`src/logic/timer_consts.svh`:
```
/*
 * Register offsets, field positions, reset values and bus response codes for
 * the dual 8-bit timer/event counter. Included by the design modules and the
 * bench; holds definitions only.
 */
`ifndef TIMER_CONSTS_SVH
`define TIMER_CONSTS_SVH

// ----------------------------------------------------------------------
// Register offsets
// ----------------------------------------------------------------------
`define OFF_MODE0      8'h00
`define OFF_MODE1      8'h04
`define OFF_SEL0       8'h08
`define OFF_SEL1       8'h0C
`define OFF_CMP0       8'h10
`define OFF_CMP1       8'h14
`define OFF_CNT0       8'h18
`define OFF_CNT1       8'h1C

// ----------------------------------------------------------------------
// Mode control fields
// ----------------------------------------------------------------------
`define BIT_RUN        7
`define BIT_PWM        6
`define BIT_CASC       4
`define BIT_FF_SET     3
`define BIT_FF_CLR     2
`define BIT_TOGPOL     1
`define BIT_OE         0
`define MODE0_MASK     8'hC3
`define MODE1_MASK     8'hD3

// ----------------------------------------------------------------------
// Reset values, limits and response codes
// ----------------------------------------------------------------------
`define RST_BYTE       8'h00
`define CNT_MAX        8'hFF
`define CNT_PRE_MAX    8'hFE
`define RESP_OKAY      2'h0
`define RESP_SLVERR    2'h2

`endif

```
`src/logic/timer_pkg.sv`:
```
/*
 * Types shared by the timer modules.
 * Assumes timer_consts.svh is on the include path.
 */
package timer_pkg;
	typedef enum logic [2:0]
	{
		SEL_EDGE_FALL = 3'h0,
		SEL_EDGE_RISE = 3'h1,
		SEL_DIV1      = 3'h2,
		SEL_DIV2      = 3'h3,
		SEL_DIV4      = 3'h4,
		SEL_DIV64     = 3'h5,
		SEL_DIV256    = 3'h6,
		SEL_CHAIN     = 3'h7
	} clk_sel_t;
endpackage

```
`src/logic/dual_event_timer.sv`:
```
/*
 * Two 8-bit timer/event counters with clear-and-start, square-wave, PWM and
 * 16-bit cascade operation, reached over an AXI4-Lite slave.
 * Assumes one clock aclk and a synchronous active-low reset; event pins are
 * asynchronous and are synchronised inside count_tick_gen.
 */
// The AXI4-Lite register port and the register addresses were decided locally.
`timescale 1ns/100ps
`include "timer_consts.svh"
module dual_event_timer
#(
	parameter int ADDR_W = 8
)
(
	input  wire logic              aclk,
	input  wire logic              aresetn,
	input  wire logic              awvalid,
	output logic                   awready,
	input  wire logic [ADDR_W-1:0] awaddr,
	input  wire logic              wvalid,
	output logic                   wready,
	input  wire logic [31:0]       wdata,
	input  wire logic [3:0]        wstrb,
	output logic                   bvalid,
	input  wire logic              bready,
	output logic [1:0]             bresp,
	input  wire logic              arvalid,
	output logic                   arready,
	input  wire logic [ADDR_W-1:0] araddr,
	output logic                   rvalid,
	input  wire logic              rready,
	output logic [31:0]            rdata,
	output logic [1:0]             rresp,
	input  wire logic              low_channel_event_pin,
	input  wire logic              high_channel_event_pin,
	output logic                   low_channel_output_pin,
	output logic                   high_channel_output_pin,
	output logic                   low_channel_match_irq,
	output logic                   high_channel_match_irq
);
	// ----------------------------------------------------------------------
	// Decode helper
	// ----------------------------------------------------------------------
	function automatic logic word_hit(input logic [ADDR_W-1:0] a, input logic [7:0] off);
		word_hit = (a == ADDR_W'(off));
	endfunction

	// ----------------------------------------------------------------------
	// Bus slave state
	// ----------------------------------------------------------------------
	logic              aw_full_r;
	logic              w_full_r;
	logic [ADDR_W-1:0] waddr_r;
	logic [7:0]        wbyte_r;
	logic              wlane_r;
	wire               aw_take = awvalid & awready;
	wire               w_take  = wvalid & wready;
	wire               ar_take = arvalid & arready;
	wire               do_wr   = aw_full_r & w_full_r;
	wire               aw_full_nxt = (aw_full_r & ~do_wr) | aw_take;
	wire               w_full_nxt  = (w_full_r & ~do_wr) | w_take;
	wire               bvalid_nxt  = do_wr | (bvalid & ~bready);
	wire               rvalid_nxt  = ar_take | (rvalid & ~rready);
	wire               wr_en       = do_wr & wlane_r;

	wire wr_mode0 = wr_en & word_hit(waddr_r, `OFF_MODE0);
	wire wr_mode1 = wr_en & word_hit(waddr_r, `OFF_MODE1);
	wire wr_sel0  = wr_en & word_hit(waddr_r, `OFF_SEL0);
	wire wr_sel1  = wr_en & word_hit(waddr_r, `OFF_SEL1);
	wire wr_cmp0  = wr_en & word_hit(waddr_r, `OFF_CMP0);
	wire wr_cmp1  = wr_en & word_hit(waddr_r, `OFF_CMP1);
	wire wr_known = word_hit(waddr_r, `OFF_MODE0) | word_hit(waddr_r, `OFF_MODE1)
		| word_hit(waddr_r, `OFF_SEL0) | word_hit(waddr_r, `OFF_SEL1)
		| word_hit(waddr_r, `OFF_CMP0) | word_hit(waddr_r, `OFF_CMP1)
		| word_hit(waddr_r, `OFF_CNT0) | word_hit(waddr_r, `OFF_CNT1);

	// ----------------------------------------------------------------------
	// Timer registers
	// ----------------------------------------------------------------------
	logic [1:0][7:0] mode_r;
	logic [1:0][2:0] sel_r;
	logic [1:0][7:0] cmp_r;
	logic [1:0][7:0] cmp_act_r;
	logic [1:0][7:0] cnt_r;
	logic [1:0]      pend_r;
	logic [1:0]      arm_r;
	logic [1:0]      ff_r;
	logic [1:0]      act_r;
	wire  [1:0]      tick;

	wire [1:0]       wr_mode = {wr_mode1, wr_mode0};
	wire [1:0]       wr_cmp  = {wr_cmp1, wr_cmp0};
	wire             casc    = mode_r[1][`BIT_CASC];
	wire [15:0]      cnt16   = {cnt_r[1], cnt_r[0]};
	wire [15:0]      cmp16   = {cmp_act_r[1], cmp_act_r[0]};
	wire             m16     = (cnt16 == cmp16);

	wire [1:0]       run_w;
	wire [1:0]       pwm_w;
	wire [1:0]       tog_w;
	wire [1:0]       oe_w;
	wire [1:0]       step;
	wire [1:0]       hit;
	wire [1:0]       ovf;
	wire [1:0]       pwm_end;
	wire [1:0][7:0]  cnt_plus;
	wire [1:0][7:0]  cmp_eff;
	wire [1:0][7:0]  cnt_nxt;
	wire [1:0][7:0]  cmp_act_nxt;
	wire [1:0][7:0]  mode_nxt;
	wire [1:0]       pend_nxt;
	wire [1:0]       arm_nxt;
	wire [1:0]       ff_nxt;
	wire [1:0]       act_nxt;
	wire [1:0]       out_nxt;
	wire [1:0]       irq_nxt;
	wire [1:0]       cnt_en;
	wire [7:0]       mode_mask [2];

	assign mode_mask[0] = `MODE0_MASK;
	assign mode_mask[1] = `MODE1_MASK;

	// In cascade the high counter follows the low channel's count clock.
	count_tick_gen u_tick0
	(
		.aclk      (aclk),
		.aresetn   (aresetn),
		.event_pin (low_channel_event_pin),
		.clk_sel   (timer_pkg::clk_sel_t'(sel_r[0])),
		.tick      (tick[0])
	);

	count_tick_gen u_tick1
	(
		.aclk      (aclk),
		.aresetn   (aresetn),
		.event_pin (high_channel_event_pin),
		.clk_sel   (timer_pkg::clk_sel_t'(sel_r[1])),
		.tick      (tick[1])
	);

	// ----------------------------------------------------------------------
	// Per-channel counting, compare and output logic
	// ----------------------------------------------------------------------
	for (genvar g = 0; g < 2; g++)
	begin : g_ch
		assign run_w[g] = mode_r[g][`BIT_RUN];
		assign pwm_w[g] = mode_r[g][`BIT_PWM] & ~casc;
		assign tog_w[g] = mode_r[g][`BIT_TOGPOL];
		assign oe_w[g]  = mode_r[g][`BIT_OE];
		if (g == 0)
		begin : g_lo
			assign step[g]   = run_w[0] & tick[0];
			assign cnt_en[g] = 1'b1;
			assign hit[g]    = ~pwm_w[g] & step[0] & (casc ? m16 : (cnt_r[0] == cmp_act_r[0]));
			assign irq_nxt[g] = hit[g] | pwm_end[g];
		end
		else
		begin : g_hi
			assign step[g]   = run_w[1] & (casc ? (run_w[0] & tick[0]) : tick[1]);
			assign cnt_en[g] = ~casc | (cnt_r[0] == `CNT_MAX);
			assign hit[g]    = ~pwm_w[g] & step[g]
				& (casc ? m16 : (cnt_r[1] == cmp_act_r[1]));
			assign irq_nxt[g] = (hit[g] | pwm_end[g]) & ~casc;
		end
		assign cnt_plus[g] = cnt_r[g] + 8'h01;
		assign ovf[g]      = pwm_w[g] & step[g] & (cnt_r[g] == `CNT_MAX);
		assign cmp_eff[g]  = (ovf[g] & arm_r[g]) ? cmp_r[g] : cmp_act_r[g];
		assign pwm_end[g]  = pwm_w[g] & step[g] & (cnt_plus[g] == cmp_eff[g]);
		assign cnt_nxt[g]  = !run_w[g] ? `RST_BYTE
			: hit[g] ? `RST_BYTE
			: (step[g] & cnt_en[g]) ? cnt_plus[g]
			: cnt_r[g];
		// The compare value is used directly unless a PWM period is running.
		assign cmp_act_nxt[g] = (pwm_w[g] & run_w[g]) ? cmp_eff[g] : cmp_r[g];
		assign pend_nxt[g] = wr_cmp[g] | (pend_r[g] & ~(step[g] & (cnt_r[g] == `CNT_PRE_MAX)));
		assign arm_nxt[g]  = (step[g] & (cnt_r[g] == `CNT_PRE_MAX)) ? pend_r[g]
			: (ovf[g] ? 1'b0 : arm_r[g]);
		assign mode_nxt[g] = wr_mode[g] ? (wbyte_r & mode_mask[g]) : mode_r[g];
		// Level set/clear works outside PWM only; a write beats a toggle.
		assign ff_nxt[g] = (wr_mode[g] & ~wbyte_r[`BIT_PWM] & wbyte_r[`BIT_FF_SET]) ? 1'b1
			: (wr_mode[g] & ~wbyte_r[`BIT_PWM] & wbyte_r[`BIT_FF_CLR]) ? 1'b0
			: (hit[g] & tog_w[g]) ? ~ff_r[g]
			: ff_r[g];
		assign act_nxt[g] = (!run_w[g] | !pwm_w[g]) ? 1'b0
			: pwm_end[g] ? 1'b0
			: ovf[g] ? 1'b1
			: act_r[g];
		assign out_nxt[g] = oe_w[g] & (mode_r[g][`BIT_PWM] ? (act_r[g] ^ tog_w[g]) : ff_r[g]);
	end

	// ----------------------------------------------------------------------
	// Read path
	// ----------------------------------------------------------------------
	wire [7:0] rd_byte =
		word_hit(araddr, `OFF_MODE0) ? mode_r[0]
		: word_hit(araddr, `OFF_MODE1) ? mode_r[1]
		: word_hit(araddr, `OFF_SEL0) ? {5'h00, sel_r[0]}
		: word_hit(araddr, `OFF_SEL1) ? {5'h00, sel_r[1]}
		: word_hit(araddr, `OFF_CMP0) ? cmp_r[0]
		: word_hit(araddr, `OFF_CMP1) ? cmp_r[1]
		: word_hit(araddr, `OFF_CNT0) ? cnt_r[0]
		: word_hit(araddr, `OFF_CNT1) ? cnt_r[1]
		: `RST_BYTE;
	wire rd_known = word_hit(araddr, `OFF_MODE0) | word_hit(araddr, `OFF_MODE1)
		| word_hit(araddr, `OFF_SEL0) | word_hit(araddr, `OFF_SEL1)
		| word_hit(araddr, `OFF_CMP0) | word_hit(araddr, `OFF_CMP1)
		| word_hit(araddr, `OFF_CNT0) | word_hit(araddr, `OFF_CNT1);

	// ----------------------------------------------------------------------
	// Flip-flops
	// ----------------------------------------------------------------------
	always_ff @(posedge aclk)
	begin
		if (!aresetn)
		begin
			aw_full_r <= 1'b0;
			w_full_r  <= 1'b0;
			waddr_r   <= '0;
			wbyte_r   <= `RST_BYTE;
			wlane_r   <= 1'b0;
			awready   <= 1'b0;
			wready    <= 1'b0;
			bvalid    <= 1'b0;
			bresp     <= `RESP_OKAY;
			arready   <= 1'b0;
			rvalid    <= 1'b0;
			rdata     <= 32'h00000000;
			rresp     <= `RESP_OKAY;
		end
		else
		begin
			aw_full_r <= aw_full_nxt;
			w_full_r  <= w_full_nxt;
			awready   <= ~aw_full_nxt & ~bvalid_nxt;
			wready    <= ~w_full_nxt & ~bvalid_nxt;
			bvalid    <= bvalid_nxt;
			arready   <= ~rvalid_nxt;
			rvalid    <= rvalid_nxt;
			if (aw_take)
				waddr_r <= awaddr;
			if (w_take)
			begin
				wbyte_r <= wdata[7:0];
				wlane_r <= wstrb[0];
			end
			if (do_wr)
				bresp <= wr_known ? `RESP_OKAY : `RESP_SLVERR;
			if (ar_take)
			begin
				rdata <= {24'h000000, rd_byte};
				rresp <= rd_known ? `RESP_OKAY : `RESP_SLVERR;
			end
		end
	end

	always_ff @(posedge aclk)
	begin
		if (!aresetn)
		begin
			mode_r    <= '0;
			sel_r     <= '0;
			cmp_r     <= '0;
			cmp_act_r <= '0;
			cnt_r     <= '0;
			pend_r    <= 2'h0;
			arm_r     <= 2'h0;
			ff_r      <= 2'h0;
			act_r     <= 2'h0;
			low_channel_output_pin  <= 1'b0;
			high_channel_output_pin <= 1'b0;
			low_channel_match_irq   <= 1'b0;
			high_channel_match_irq  <= 1'b0;
		end
		else
		begin
			mode_r    <= mode_nxt;
			sel_r[0]  <= wr_sel0 ? wbyte_r[2:0] : sel_r[0];
			sel_r[1]  <= wr_sel1 ? wbyte_r[2:0] : sel_r[1];
			cmp_r[0]  <= wr_cmp0 ? wbyte_r : cmp_r[0];
			cmp_r[1]  <= wr_cmp1 ? wbyte_r : cmp_r[1];
			cmp_act_r <= cmp_act_nxt;
			cnt_r     <= cnt_nxt;
			pend_r    <= pend_nxt;
			arm_r     <= arm_nxt;
			ff_r      <= ff_nxt;
			act_r     <= act_nxt;
			low_channel_output_pin  <= out_nxt[0];
			high_channel_output_pin <= out_nxt[1];
			low_channel_match_irq   <= irq_nxt[0];
			high_channel_match_irq  <= irq_nxt[1];
		end
	end
endmodule // dual_event_timer

```
`src/logic/count_tick_gen.sv`:
```
/*
 * Count-clock source for one channel: a synchronised event pin edge or a
 * divided system clock, delivered as a one-cycle tick.
 * Assumes event_pin is asynchronous to aclk.
 */
`timescale 1ns/100ps
`include "timer_consts.svh"
module count_tick_gen
(
	input  wire logic                    aclk,
	input  wire logic                    aresetn,
	input  wire logic                    event_pin,
	input  wire timer_pkg::clk_sel_t     clk_sel,
	output logic                         tick
);
	logic [2:0] sync_r;
	logic       filt_r;
	logic [7:0] pre_r;
	logic       filt_nxt;
	logic       tick_nxt;

	// ----------------------------------------------------------------------
	// Divider decode
	// ----------------------------------------------------------------------
	function automatic logic div_hit(input timer_pkg::clk_sel_t s, input logic [7:0] p);
		unique case (s)
			timer_pkg::SEL_DIV1:   div_hit = 1'b1;
			timer_pkg::SEL_DIV2:   div_hit = p[0];
			timer_pkg::SEL_DIV4:   div_hit = &p[1:0];
			timer_pkg::SEL_DIV64:  div_hit = &p[5:0];
			timer_pkg::SEL_DIV256: div_hit = &p;
			default:               div_hit = 1'b0;
		endcase
	endfunction

	// A level change is accepted only once the two late stages agree.
	assign filt_nxt = (sync_r[1] == sync_r[2]) ? sync_r[2] : filt_r;
	assign tick_nxt = ((clk_sel == timer_pkg::SEL_EDGE_FALL) & filt_r & ~filt_nxt)
		| ((clk_sel == timer_pkg::SEL_EDGE_RISE) & ~filt_r & filt_nxt)
		| div_hit(clk_sel, pre_r);

	always_ff @(posedge aclk)
	begin
		if (!aresetn)
		begin
			sync_r <= 3'h0;
			filt_r <= 1'b0;
			pre_r  <= `RST_BYTE;
			tick   <= 1'b0;
		end
		else
		begin
			sync_r <= {sync_r[1:0], event_pin};
			filt_r <= filt_nxt;
			pre_r  <= pre_r + 8'h01;
			tick   <= tick_nxt;
		end
	end
endmodule // count_tick_gen

```
`config.mk`:
```
export PLATFORM = sky130hd
export DESIGN_NAME = dual_event_timer
export DESIGN_NICKNAME = d
export VERILOG_FILES = /design/src/logic/timer_pkg.sv /design/src/logic/dual_event_timer.sv /design/src/logic/count_tick_gen.sv
export VERILOG_INCLUDE_DIRS = /design/src /design/src/logic
export SDC_FILE = /design/constraint.sdc
export NUM_CORES = 1
export LEC_CHECK = 0
export BUFFER_PORTS_ARGS = -buffer_cell sky130_fd_sc_hd__buf_2
export CAP_MARGIN = 20
export CORE_MARGIN = 2
export CORE_UTILIZATION = 29
export CTS_CLUSTER_SIZE = 14
export DETAILED_ROUTE_END_ITERATION = 6
export GPL_ROUTABILITY_DRIVEN = 0
export HOLD_SLACK_MARGIN = 0.05
export MAX_ROUTING_LAYER = met4
export PLACE_DENSITY = 0.47
export RECOVER_POWER = 25
export REMOVE_ABC_BUFFERS = 1
export SYNTH_ARGS = -nofsm -noshare
export SYNTH_HDL_FRONTEND = slang
export SYNTH_HIERARCHICAL = 1
export SYNTH_SLANG_ARGS = --single-unit
```
`constraint.sdc`:
```
create_clock -name aclk -period 3.44 [get_ports aclk]
set_input_delay 0.344 -clock aclk [delete_from_list [all_inputs] [get_ports aclk]]
set_output_delay 0.344 -clock aclk [all_outputs]
set_load 0.01 [all_outputs]
```
==> results.md, run 1 <==
- Sequential cell area fraction in the yosys report: about two fifths
- Violated checks: max-capacitance violations, max-slew violations
- Pin slew with the least headroom to its limit: about 1.6 ns
- Combinational cell fraction of total power: between 4 and 5%
- Ys async rst share: 0%
- Final Setup Violations: 0
- Worst slack on hold paths: 0.122 ns
- Synthesized instance count: 740
- Post-CTS Hold Buffers: 0
- Fin crit share: about four fifths
- Final Instance Count excl. Fillers: between 1,000 and 1,500
- Worst slew margin: -9.03%
- Average instance area after synthesis: around 9.3 sq um
- Number of top-level design ports: between 100 and 150
- Port Buffers: between 50 and 60
- First DRT Iteration DRCs: 268
- Wire length of the first global-routing pass: approximately 27,000 microns
- Total congestion overflow after global routing: 0
- Worst clock skew: around 0.0077 ns
- Cell area after placement: about 7300 sq um
- Leading cell types by total area after synthesis: sky130_fd_sc_hd__dfxtp_1, sky130_fd_sc_hd__mux2i_1, sky130_fd_sc_hd__nor2b_1
- TritonCTS Buffers: 17
- Vias: 4,987
- Int Power: 2.74 mW
- Number of enable-type register cells in the synthesized netlist: 0
- Buffer cell driving the clock tree root: sky130_fd_sc_hd__clkbuf_16
- Sequential fraction of design power: 45.7%
- Layout fillers: 2,492
- Fraction of layout instances using a drive strength above 1: between 10 and 15%
- Reported leakage power: around 3.0 nW
- DP HPWL: approximately 12,000 microns
- Area share of the largest cell type after synthesis: a little under 40%
- Critical Path Fanout Max: 8
- Vias in the first global route: about 4,800
- Warnings, synthesis: 6
- Total chip power: 3.55 mW
- Area of the placeable core: around 23,000 sq um
- Wirelength, routed: around 16,000 microns
- Sw Share: between 20% and 30%
- Die X-Extent: around 160 microns
- Outcome: finished with violations
- Setup Buffers After CTS: 0
- Final antenna-violating net count: 0
- Dominant synthesized flop cell: sky130_fd_sc_hd__dfxtp_1
- Post-Place Cells: approximately 1,100
- Min-delay worst type: in2reg
- Power Density: around 450 nW/um^2
- Kind of cell adding the most delay to the critical path: simple AND/OR/NAND/NOR gates
- Multi-input gate area in the final layout: just under 4000 sq um
- Average wire length per cell after detail routing: approximately 15 microns
- Clock Latency Late Sink: approximately 0.42 ns
- CTS clock-pin slew for the worst setup and hold paths: about 0.06 ns
- Cell accounting for the most synthesized area: sky130_fd_sc_hd__dfxtp_1
- Detailed-route DRC error count: 0
- IR Drop Worst-Case VDD: roughly 0.00022 V
- Clock tree from TritonCTS: done
- Final layout net count: around 850
- Synth cell types: 66
- Peak clock frequency supported by timing: approximately 370 MHz
- Clock sink count: approximately 140
- Vias per inst: 4.49
- Critical path type: reg2reg
- Post-Synthesis Cell Area: 6900 sq um
- Total Neg Setup Slack: 0 ns
- Number of antenna violations at the first check in global routing: 0
- DR pass1 iterations: 4
- Flip-flop and latch count after synthesis: ~140
- Vertical extent of the die: 158 microns
- CP Launch Type: flip-flop
- Overall fraction of global-route tracks in use: roughly 14%
- Clock group share of total power: between 50% and 60%
- Switch Pwr: around 0.8 mW
- Critical Path Sink Type: flip-flop
- Crit-path cells: ha_1 -> nand4_2 -> nor3_4 -> mux2i_1 -> xnor2_2 -> nand4_1 -> nor4_2 -> o211a_1
- Total Die Area: 25,000 sq um
- Critical path data arrival time: ~3.1 ns
- Post-route cell area: a little under 8000 sq um
- Cell Rows: 56
- Crit path time final: 2.70 ns
- Effective utilization at floorplan: between 20% and 30%
- H-tree lvl count: 4
- Total count of hold-check failures in the final report: 0
- Largest net degree at the start of global routing: 44
- Area taken by flip-flops and latches: approximately 2700 sq um
- Final Max Slew Viols: 35
- Maximum capacitance violations: 1
- Synth-to-layout area growth: 14.3%
- CP Buf/Inv Count: 0
- Number of gates resized after CTS: 0
- Max incr delay on CP: between 0.5 and 0.6 ns
- Number of inserted diodes: 0
- Slowest cell on the critical path: sky130_fd_sc_hd__dfxtp_1
- Setup repair after global routing missed its margin: no
- Data required time of the worst path: 3.80 ns
- Clk buf depth: 2
worst paths after layout:
path	start	endpoint	slack, ns	depth (start not counted)
hold reg to reg	u_tick1/sync_r[0]$_SDFF_PN0_	u_tick1/sync_r[1]$_SDFF_PN0_	0.43	1
setup reg to reg	cnt16[8]$_SDFFE_PP0P_	high_channel_match_irq$_SDFF_PN0_	0.74	8
setup / recovery	cnt16[8]$_SDFFE_PP0P_	high_channel_match_irq$_SDFF_PN0_	0.74	8
hold / removal	high_channel_event_pin	u_tick1/sync_r[0]$_SDFF_PN0_	0.12	2
stage by stage:
stage | util [%] | worst slack, ns
detailed placement | 31.2 | 0.735
CTS | 33.7 | 0.705
global route | 33.7 | 0.449
floorplan | - | 0.443
finish | 33.7 | 0.742
global placement | 31.2 | 0.715
cells in the mapped netlist, drive strengths merged (3+ instances only):
cell type  instances
nor4b              3
xnor2             28
nand4             13
nor4               9
nand3b             7
dfxtp            135
o211a              3
mux4               8
xor2              35
or4                4
clkbuf            28
nand2             90
ha                 6
a21oi             15
o21ai             15
mux2i             66
nand2b             9
nand3             19
a21boi            29
a211oi             6
inv                6
nor3               8
buf               37
or3                8
nor2              48
a31oi              5
nor2b             54
and2              15
cells in the final DEF (no fill, tap or decap), drive strengths merged, types with 3 or more instances in the layout:
cell type and n:
ha 6, mux4 8, o21ai 15, mux2i 66, or3 8, o211a 3, dfxtp 135, buf 58
nand2b 9, a211oi 6, nand4 13, inv 6, nor2 48, a31oi 5, a21boi 29, clkinvlp 3
conb 26, and2 15, xor2 35, clkinv 7, nor3 8, nor4 9, xnor2 28, nand3b 7
nor4b 3, clkbuf 21, nand2 90, nor2b 54, a21oi 15, nand3 19, or4 4
worst register-to-register path, cell delays in order (launching register included):
cell and delay [ns]:
sky130_fd_sc_hd__dfxtp_1 0.53, sky130_fd_sc_hd__ha_1 0.35, sky130_fd_sc_hd__nand4_2 0.17, sky130_fd_sc_hd__nor3_4 0.42, sky130_fd_sc_hd__mux2i_1 0.34, sky130_fd_sc_hd__xnor2_2 0.14
sky130_fd_sc_hd__nand4_1 0.11, sky130_fd_sc_hd__nor4_2 0.37, sky130_fd_sc_hd__o211a_1 0.21
final cells by class:
class | count | share of cell area [%]
multi-input combinational | 559 | 49.0
sequential | 135 | 34.3
clock buffer | 20 | 5.66
tap | 319 | 5.06
timing repair buffer | 59 | 4.11
clock inverter | 12 | 1.63
inverter | 6 | 0.286
routing by layer:
| metal | GRT usage (%) | wire, microns | up-vias |
|---|---|---|---|
| met4 | 4.25 | 131 | 0 |
| met3 | 2.74 | 712 | 7 |
| li1 | - | - | 2576 |
| met1 | 19.9 | 8510 | 2292 |
| met2 | 20.9 | 7030 | 112 |
| met5 | - | 0 | - |
power by group through the flow:
stage          clock network (mW)  logic (mW)  registers [mW]
4_1_cts                      1.83       0.147            1.62
2_1_floorplan                   0      0.0743            1.65
3_3_place_gp                    0       0.146            1.66
6_report                     1.79       0.145            1.62
3_5_place_dp                    0       0.147            1.66
5_1_grt                      1.90       0.164            1.63
sequential cells by signal, indices dropped and copies added, names as in the netlist, 2 cells and up:
register	count
cmp16	16
cmp_r	16
cnt16	16
mode_r	8
rdata	8
u_tick0/pre_r	8
u_tick1/pre_r	8
waddr_r	8
wbyte_r	8
sel_r	6
u_tick0/sync_r	3
u_tick1/sync_r	3
act_r	2
arm_r	2
ff_r	2
pend_r	2
logic make-up (layout without fill, tap and decap cells):
group	Yosys count	in the layout	synth area share [%]
AOI/OAI and AO/OA	93	93	9.56
buffers and inverters	71	97	6.29
adders and majority gates	6	6	1.09
DFF	135	135	39.2
other	1	26	0.0544
xor gates and xnor gates	63	63	8.11
and+or+nand+nor	296	296	23.3
muxes	75	75	12.4
Note: power is estimated with default switching activity, not from simulation.
==> run 2, diff against run 1 <==
- clock period: 3.44 -> 2.7 ns (I/O delays scaled with it)
==> results.md, run 2 (synthesis results as in run 1) <==
- Final antenna-violating net count: 0 (unchanged)
- Worst slew margin: -2.72% (+6.3 points)
- Worst clock skew: 0.0121 ns (+0.00441 ns)
- Total count of hold-check failures in the final report: 0 (unchanged)
- Most frequent standard cell in the layout excluding fill and tap cells: sky130_fd_sc_hd__dfxtp_1
- Area of the placeable core: 23,400 sq um (unchanged)
- Die X-Extent: 158 microns (unchanged)
- Critical Path Fanout Max: 8 (unchanged)
- Number of top-level design ports: 106 (unchanged)
- H-tree lvl count: 4 (unchanged)
- CTS clock-pin slew for the worst setup and hold paths: 0.07 ns (about the same)
- Final Setup Violations: 0 (unchanged)
- Commonest cells after routing, fill and taps aside: sky130_fd_sc_hd__dfxtp_1, sky130_fd_sc_hd__nand2_1, sky130_fd_sc_hd__mux2i_1
- Pin slew with the least headroom to its limit: 1.54 ns (-0.0948 ns)
- Setup repair after global routing missed its margin: no
- Total Die Area: 25,000 sq um (unchanged)
- Critical register-to-register path startpoint: cnt16[2]$_SDFFE_PP0N_
- First DRT Iteration DRCs: 201 (-25%)
- DP HPWL: 12,400 microns (+2.7%)
- DR pass1 iterations: 4 (unchanged)
- Final Max Slew Viols: 44 (+26%)
- Largest net degree at the start of global routing: 44 (unchanged)
- Clock Latency Late Sink: 0.43 ns (about the same)
- Wire length of the first global-routing pass: 27,100 microns (+2.2%)
- Peak clock frequency supported by timing: 403 MHz (+8.8%)
- Vias in the first global route: 4,907 (+2.8%)
- Violated checks: max-capacitance violations, max-slew violations
- Total chip power: 4.75 mW (+34%)
- Power Density: 587 nW/um^2 (+30%)
- Clock sink count: 135 (unchanged)
- Buffer cell driving the clock tree root: sky130_fd_sc_hd__clkbuf_16
- Port Buffers: 52 (unchanged)
- Min-delay worst type: in2reg
- Setup Buffers After CTS: 0 (unchanged)
- Fraction of layout instances using a drive strength above 1: 16.8% (+2.0 points)
- TritonCTS Buffers: 17 (unchanged)
- Detailed-route DRC error count: 0 (unchanged)
- Cell count of the worst hold path: 3 (+1)
- Number of inserted diodes: 0 (unchanged)
- Cell Rows: 56 (unchanged)
- Slack of the worst reg-to-reg path: 0.22 ns (-0.52 ns)
- Number of antenna violations at the first check in global routing: 0 (unchanged)
- Critical path launch point: cnt16[2]$_SDFFE_PP0N_
- Average wire length per cell after detail routing: 14.8 microns (+0.46%)
- Vias per inst: 4.53 (+0.80%)
- Final layout net count: 868 (+2.7%)
- Post-route cell area: 8090 sq um (+2.6%)
- IR Drop Worst-Case VDD: 0.000348 V (+55%)
- Fin crit share: 91.9% (+13 points)
- CP Capture Point: cnt16[14]$_SDFFE_PP0P_
- Number of gates resized after CTS: 0 (unchanged)
- Reported leakage power: 3.11 nW (+4.6%)
- Critical path type: reg2reg
- Total congestion overflow after global routing: 0 (unchanged)
- Overall fraction of global-route tracks in use: 14.7% (+0.42 points)
- Critical path data arrival time: 2.78 ns (-0.27 ns)
- Wirelength, routed: 16,800 microns (+2.5%)
- Data required time of the worst path: 3.00 ns (-0.80 ns)
- Outcome: finished with violations
- Maximum capacitance violations: 1 (unchanged)
- Number of cells on the worst reg-to-reg path: 6 (-2)
- CP Launch Type: flip-flop
- Vertical extent of the die: 158 microns (unchanged)
- Effective utilization at floorplan: 29.5% (unchanged)
- Core Util, Final: 34.6% (+0.87 points)
- Cell area after placement: 7470 sq um (+2.2%)
- Crit path time final: 2.48 ns (-0.218 ns)
- Critical Path Sink Type: flip-flop
- Crit Reg-Reg Endpoint: cnt16[14]$_SDFFE_PP0P_
- Worst slack on hold paths: 0.0876 ns (-0.0347 ns)
- Clk buf depth: 2 (unchanged)
- Synth-to-layout area growth: 17.3%
- Clock tree from TritonCTS: done
- Vias: 5,131 (+2.9%)
[run 2: worst max-delay path: stages (launching register included)]
cell and delay, ns:
sky130_fd_sc_hd__dfxtp_1 0.56, sky130_fd_sc_hd__xor2_1 0.17, sky130_fd_sc_hd__nor4_1 0.31, sky130_fd_sc_hd__nand2_1 0.22, sky130_fd_sc_hd__a2111oi_2 0.60, sky130_fd_sc_hd__nand3b_1 0.39
sky130_fd_sc_hd__nor2_1 0.10
[run 2: how the worst min path moves through the flow]
stage	startpoint	to	slack, ns
floorplan	aresetn	low_channel_match_irq$_SDFF_PN0_	0.39
global placement	u_tick0/sync_r[0]$_SDFF_PN0_	u_tick0/sync_r[1]$_SDFF_PN0_	0.41
detailed placement	u_tick0/sync_r[0]$_SDFF_PN0_	u_tick0/sync_r[1]$_SDFF_PN0_	0.42
CTS	awaddr[5]	waddr_r[5]$_SDFFE_PN0P_	0.06
global route	awaddr[5]	waddr_r[5]$_SDFFE_PN0P_	0.08
finish	wdata[3]	wbyte_r[3]$_SDFFE_PN0P_	0.09
[run 2: routing by layer]
metal  share of wire, %  GRT usage, %  vias up
met5                  0             -        -
met4                1.8          5.32        0
met3                3.1          3.15       18
met2                 42          20.4       93
met1                 53          20.8     2391
li1                   -             -     2629
[run 2: power breakdown]
group | internal (mW) | switching (mW) | total, mW | leakage, nW
clock | 1.55 | 0.953 | 2.50 | 0.308
combinational | 0.0777 | 0.103 | 0.180 | 1.71
sequential | 2.03 | 0.0412 | 2.07 | 1.09
[run 2: area by class of cell]
| class | instances | area [sq um] |
|---|---|---|
| clock inverters | 15 | 200 |
| multi-input cells | 559 | 3860 |
| fillers | 2483 | 15300 |
| well taps | 319 | 399 |
| flip-flops and latches | 135 | 2700 |
| inverters | 6 | 22.5 |
| repair buffers | 82 | 478 |
| clock buffers | 17 | 425 |
[run 2: timing repair]
action	4_1_cts	5_1_grt
hold buffers	2	0
hold endpoints to repair	2	0
setup endpoints to repair	0	0
[run 2: per-stage QoR]
stage	cells	worst slack [ns]	TNS (ns)
floorplan	700	-0.297	-2.49
global placement	1099	0.220	0
detailed placement	1099	0.268	0
CTS	1133	0.221	0
global route	1133	0.0146	0
finish	1133	0.220	0
==> run 3, diff against run 2 <==
- BUFFER_PORTS_ARGS: -buffer_cell sky130_fd_sc_hd__buf_2 -> default
- DONT_BUFFER_PORTS: default -> 1
- GPL_TIMING_DRIVEN: default -> 0
- PLACE_DENSITY: 0.47 -> 0.44
==> results.md, run 3 (synthesis results as in run 1) <==
- Met3 usage: 2.60% (-0.55 points)
- Clock group share of total power: 52.0% (-0.7 points)
- Max incr delay on CP: 0.45 ns (-0.15 ns)
- First DRT Iteration DRCs: 289 (+44%)
- Area of the placeable core: 23,400 sq um (unchanged)
- Overall fraction of global-route tracks in use: 14.8% (+0.15 points)
- Combinational cell fraction of total power: 3.4% (-0.4 points)
- Met2 usage: 23.2% (+2.8 points)
- Sw Share: 22.0% (-1.1 points)
- CP Buf/Inv Count: 1 (+1)
- Peak clock frequency supported by timing: 398 MHz (-1.2%)
- Min-delay worst type: in2reg
- Buffer cell driving the clock tree root: sky130_fd_sc_hd__clkbuf_16
- Global-route met1 utilization: 19.3% (-1.5 points)
- Kind of cell adding the most delay to the critical path: simple AND/OR/NAND/NOR gates
- DR pass1 iterations: 4 (unchanged)
- Fraction of layout instances using a drive strength above 1: 9.61% (-7.2 points)
- Post-Place Cells: 1,020 (-7.2%)
- Clock sink count: 135 (unchanged)
- Crit path time final: 2.51 ns (+0.0314 ns)
- Setup repair after global routing missed its margin: no
- Crit-path cells: ha_1 -> nand4_2 -> nor3_4 -> buf_4 -> mux2i_1 -> xnor2_2 -> nand4_1 -> nor4_2 -> o211a_1
- Commonest cells after routing, fill and taps aside: sky130_fd_sc_hd__dfxtp_1, sky130_fd_sc_hd__nand2_1, sky130_fd_sc_hd__mux2i_1
- Vertical extent of the die: 158 microns (unchanged)
- Average wire length per cell after detail routing: 16.0 microns (+8.0%)
- Critical Path Sink Type: flip-flop
- Critical register-to-register path startpoint: cnt16[8]$_SDFFE_PP0P_
- Wirelength, routed: 17,300 microns (+2.8%)
- Total Die Area: 25,000 sq um (unchanged)
- Critical Path Fanout Max: 8 (unchanged)
- Source of the worst hold timing path: bready
- Worst slack on hold paths: 0.0641 ns (-0.0235 ns)
- Effective utilization at floorplan: 29.5% (unchanged)
- Final Max Slew Viols: 0 (-100%)
- Global route hottest layer: met2
- Total congestion overflow after global routing: 0 (unchanged)
- Final Setup Violations: 0 (unchanged)
- Vias per inst: 4.69 (+3.6%)
- CTS clock-pin slew for the worst setup and hold paths: 0.06 ns (about the same)
- Number of antenna violations at the first check in global routing: 0 (unchanged)
- Power Density: 588 nW/um^2 (+0.14%)
- TritonCTS Buffers: 17 (unchanged)
- CP Launch Type: flip-flop
- Worst clock skew: 0.00772 ns (-0.00440 ns)
- Critical path launch point: cnt16[8]$_SDFFE_PP0P_
- Total chip power: 4.66 mW (-2.0%)
- IR Drop Worst-Case VDD: 0.000303 V (-13%)
- Pin slew with the least headroom to its limit: 0.730 ns (-0.810 ns)
- Fin crit share: 93.0% (+1.2 points)
- Number of inserted diodes: 0 (unchanged)
- Final Instance Count excl. Fillers: 1,079 (-4.8%)
- Clock tree from TritonCTS: done
- Final antenna-violating net count: 0 (unchanged)
- Final worst setup slack: 0.188 ns (-0.0314 ns)
- DP HPWL: 12,100 microns (-2.1%)
- Cell Rows: 56 (unchanged)
- Worst slew margin: 50.7% (+53 points)
- Sequential fraction of design power: 44.6% (+1.1 points)
- Critical path type: reg2reg
- Clk buf depth: 2 (unchanged)
- Vias in the first global route: 5,041 (+2.7%)
- Slowest cell on the critical path: sky130_fd_sc_hd__dfxtp_2
- Most frequent standard cell in the layout excluding fill and tap cells: sky130_fd_sc_hd__dfxtp_1
- Clock Latency Late Sink: 0.42 ns (about the same)
- Detailed-route DRC error count: 0 (unchanged)
- Switch Pwr: 1.02 mW (-6.6%)
- H-tree lvl count: 4 (unchanged)
- Int Power: 3.63 mW (-0.63%)
- Number of top-level design ports: 106 (unchanged)
- Port Buffers: 0 (-100%)
- Reported leakage power: 2.86 nW (-7.9%)
- Outcome: finished clean
- Vias: 5,064 (-1.3%)
- Largest net degree at the start of global routing: 99 (+130%)
- Die X-Extent: 158 microns (unchanged)
- Critical path data arrival time: 2.87 ns (+0.09 ns)
- Total Neg Setup Slack: 0 ns (unchanged)
- Total count of hold-check failures in the final report: 0 (unchanged)
- Wire length of the first global-routing pass: 27,500 microns (+1.2%)
- Maximum capacitance violations: 0 (-1)
- Synth-to-layout area growth: 14.8%
- Pre-CTS setup slack: -0.0958 ns (-0.364 ns)
- Final layout net count: 814 (-6.2%)
- Data required time of the worst path: 3.05 ns (+0.05 ns)
## run 3: cell count changes in the layout (fill, tap and decap cells not counted), sizes merged
cell,before,now
buf,76,5
dlygate4sd3,2,23
clkinv,7,5
inv,9,7
bufinv,4,3
clkinvlp,1,2
## run 3: timing repair
item	4_1_cts	5_1_grt
buffers inserted	3	0
hold buffers	24	0
resized for setup	0	9
cloned	0	0
pin swaps	2	0
hold endpoints to repair	101	0
setup endpoints to repair	4	19
## run 3: worst paths after layout
path	endpoint	slack, ns	cells past startpoint
min	bvalid$_SDFF_PN0_	0.06	2
min reg2reg	u_tick1/sync_r[1]$_SDFF_PN0_	0.44	1
max reg2reg	high_channel_match_irq$_SDFF_PN0_	0.19	9
max	high_channel_match_irq$_SDFF_PN0_	0.19	9
## run 3: power groups by stage
stage / logic, mW / registers (mW) / clock network, mW
after floorplan: 0.0947 / 2.10 / 0
after global placement: 0.106 / 2.12 / 0
after global routing: 0.181 / 2.08 / 2.56
after CTS: 0.161 / 2.08 / 2.47
after detailed placement: 0.108 / 2.12 / 0
final: 0.159 / 2.08 / 2.42
## run 3: worst register-to-register path: cells and delay by family (launching register included)
family	cells	cell delay, ns
adder cells (fa/ha/maj)	1	0.32
AO/OA/AOI/OAI	1	0.23
multiplexers	1	0.31
flip-flops	1	0.45
XOR/XNOR	1	0.14
AND/OR/NAND/NOR	4	0.83
buffers and inverters	1	0.18
## run 3: layout make-up
class / count / area [sq um]
fillers: 2431 / 15500
clock buffers: 21 / 470
multi-input cells: 559 / 3880
clock inverters: 11 / 146
flip-flops and latches: 135 / 2710
repair buffers: 28 / 288
well taps: 319 / 399
inverters: 6 / 22.5
## run 3: routing by layer
layer / vias up / routed length, microns
met2: 111 / 7870
met4: 0 / 308
met1: 2421 / 8400
met3: 18 / 692
li1: 2514 / -
met5: - / 0
## run 3: stage by stage
stage | util, % | area [sq um]
final | 33.8 | 7920
after global placement | 29.8 | 6980
after floorplan | - | 6580
after global routing | 33.8 | 7920
after detailed placement | 29.9 | 6990
after CTS | 33.7 | 7890
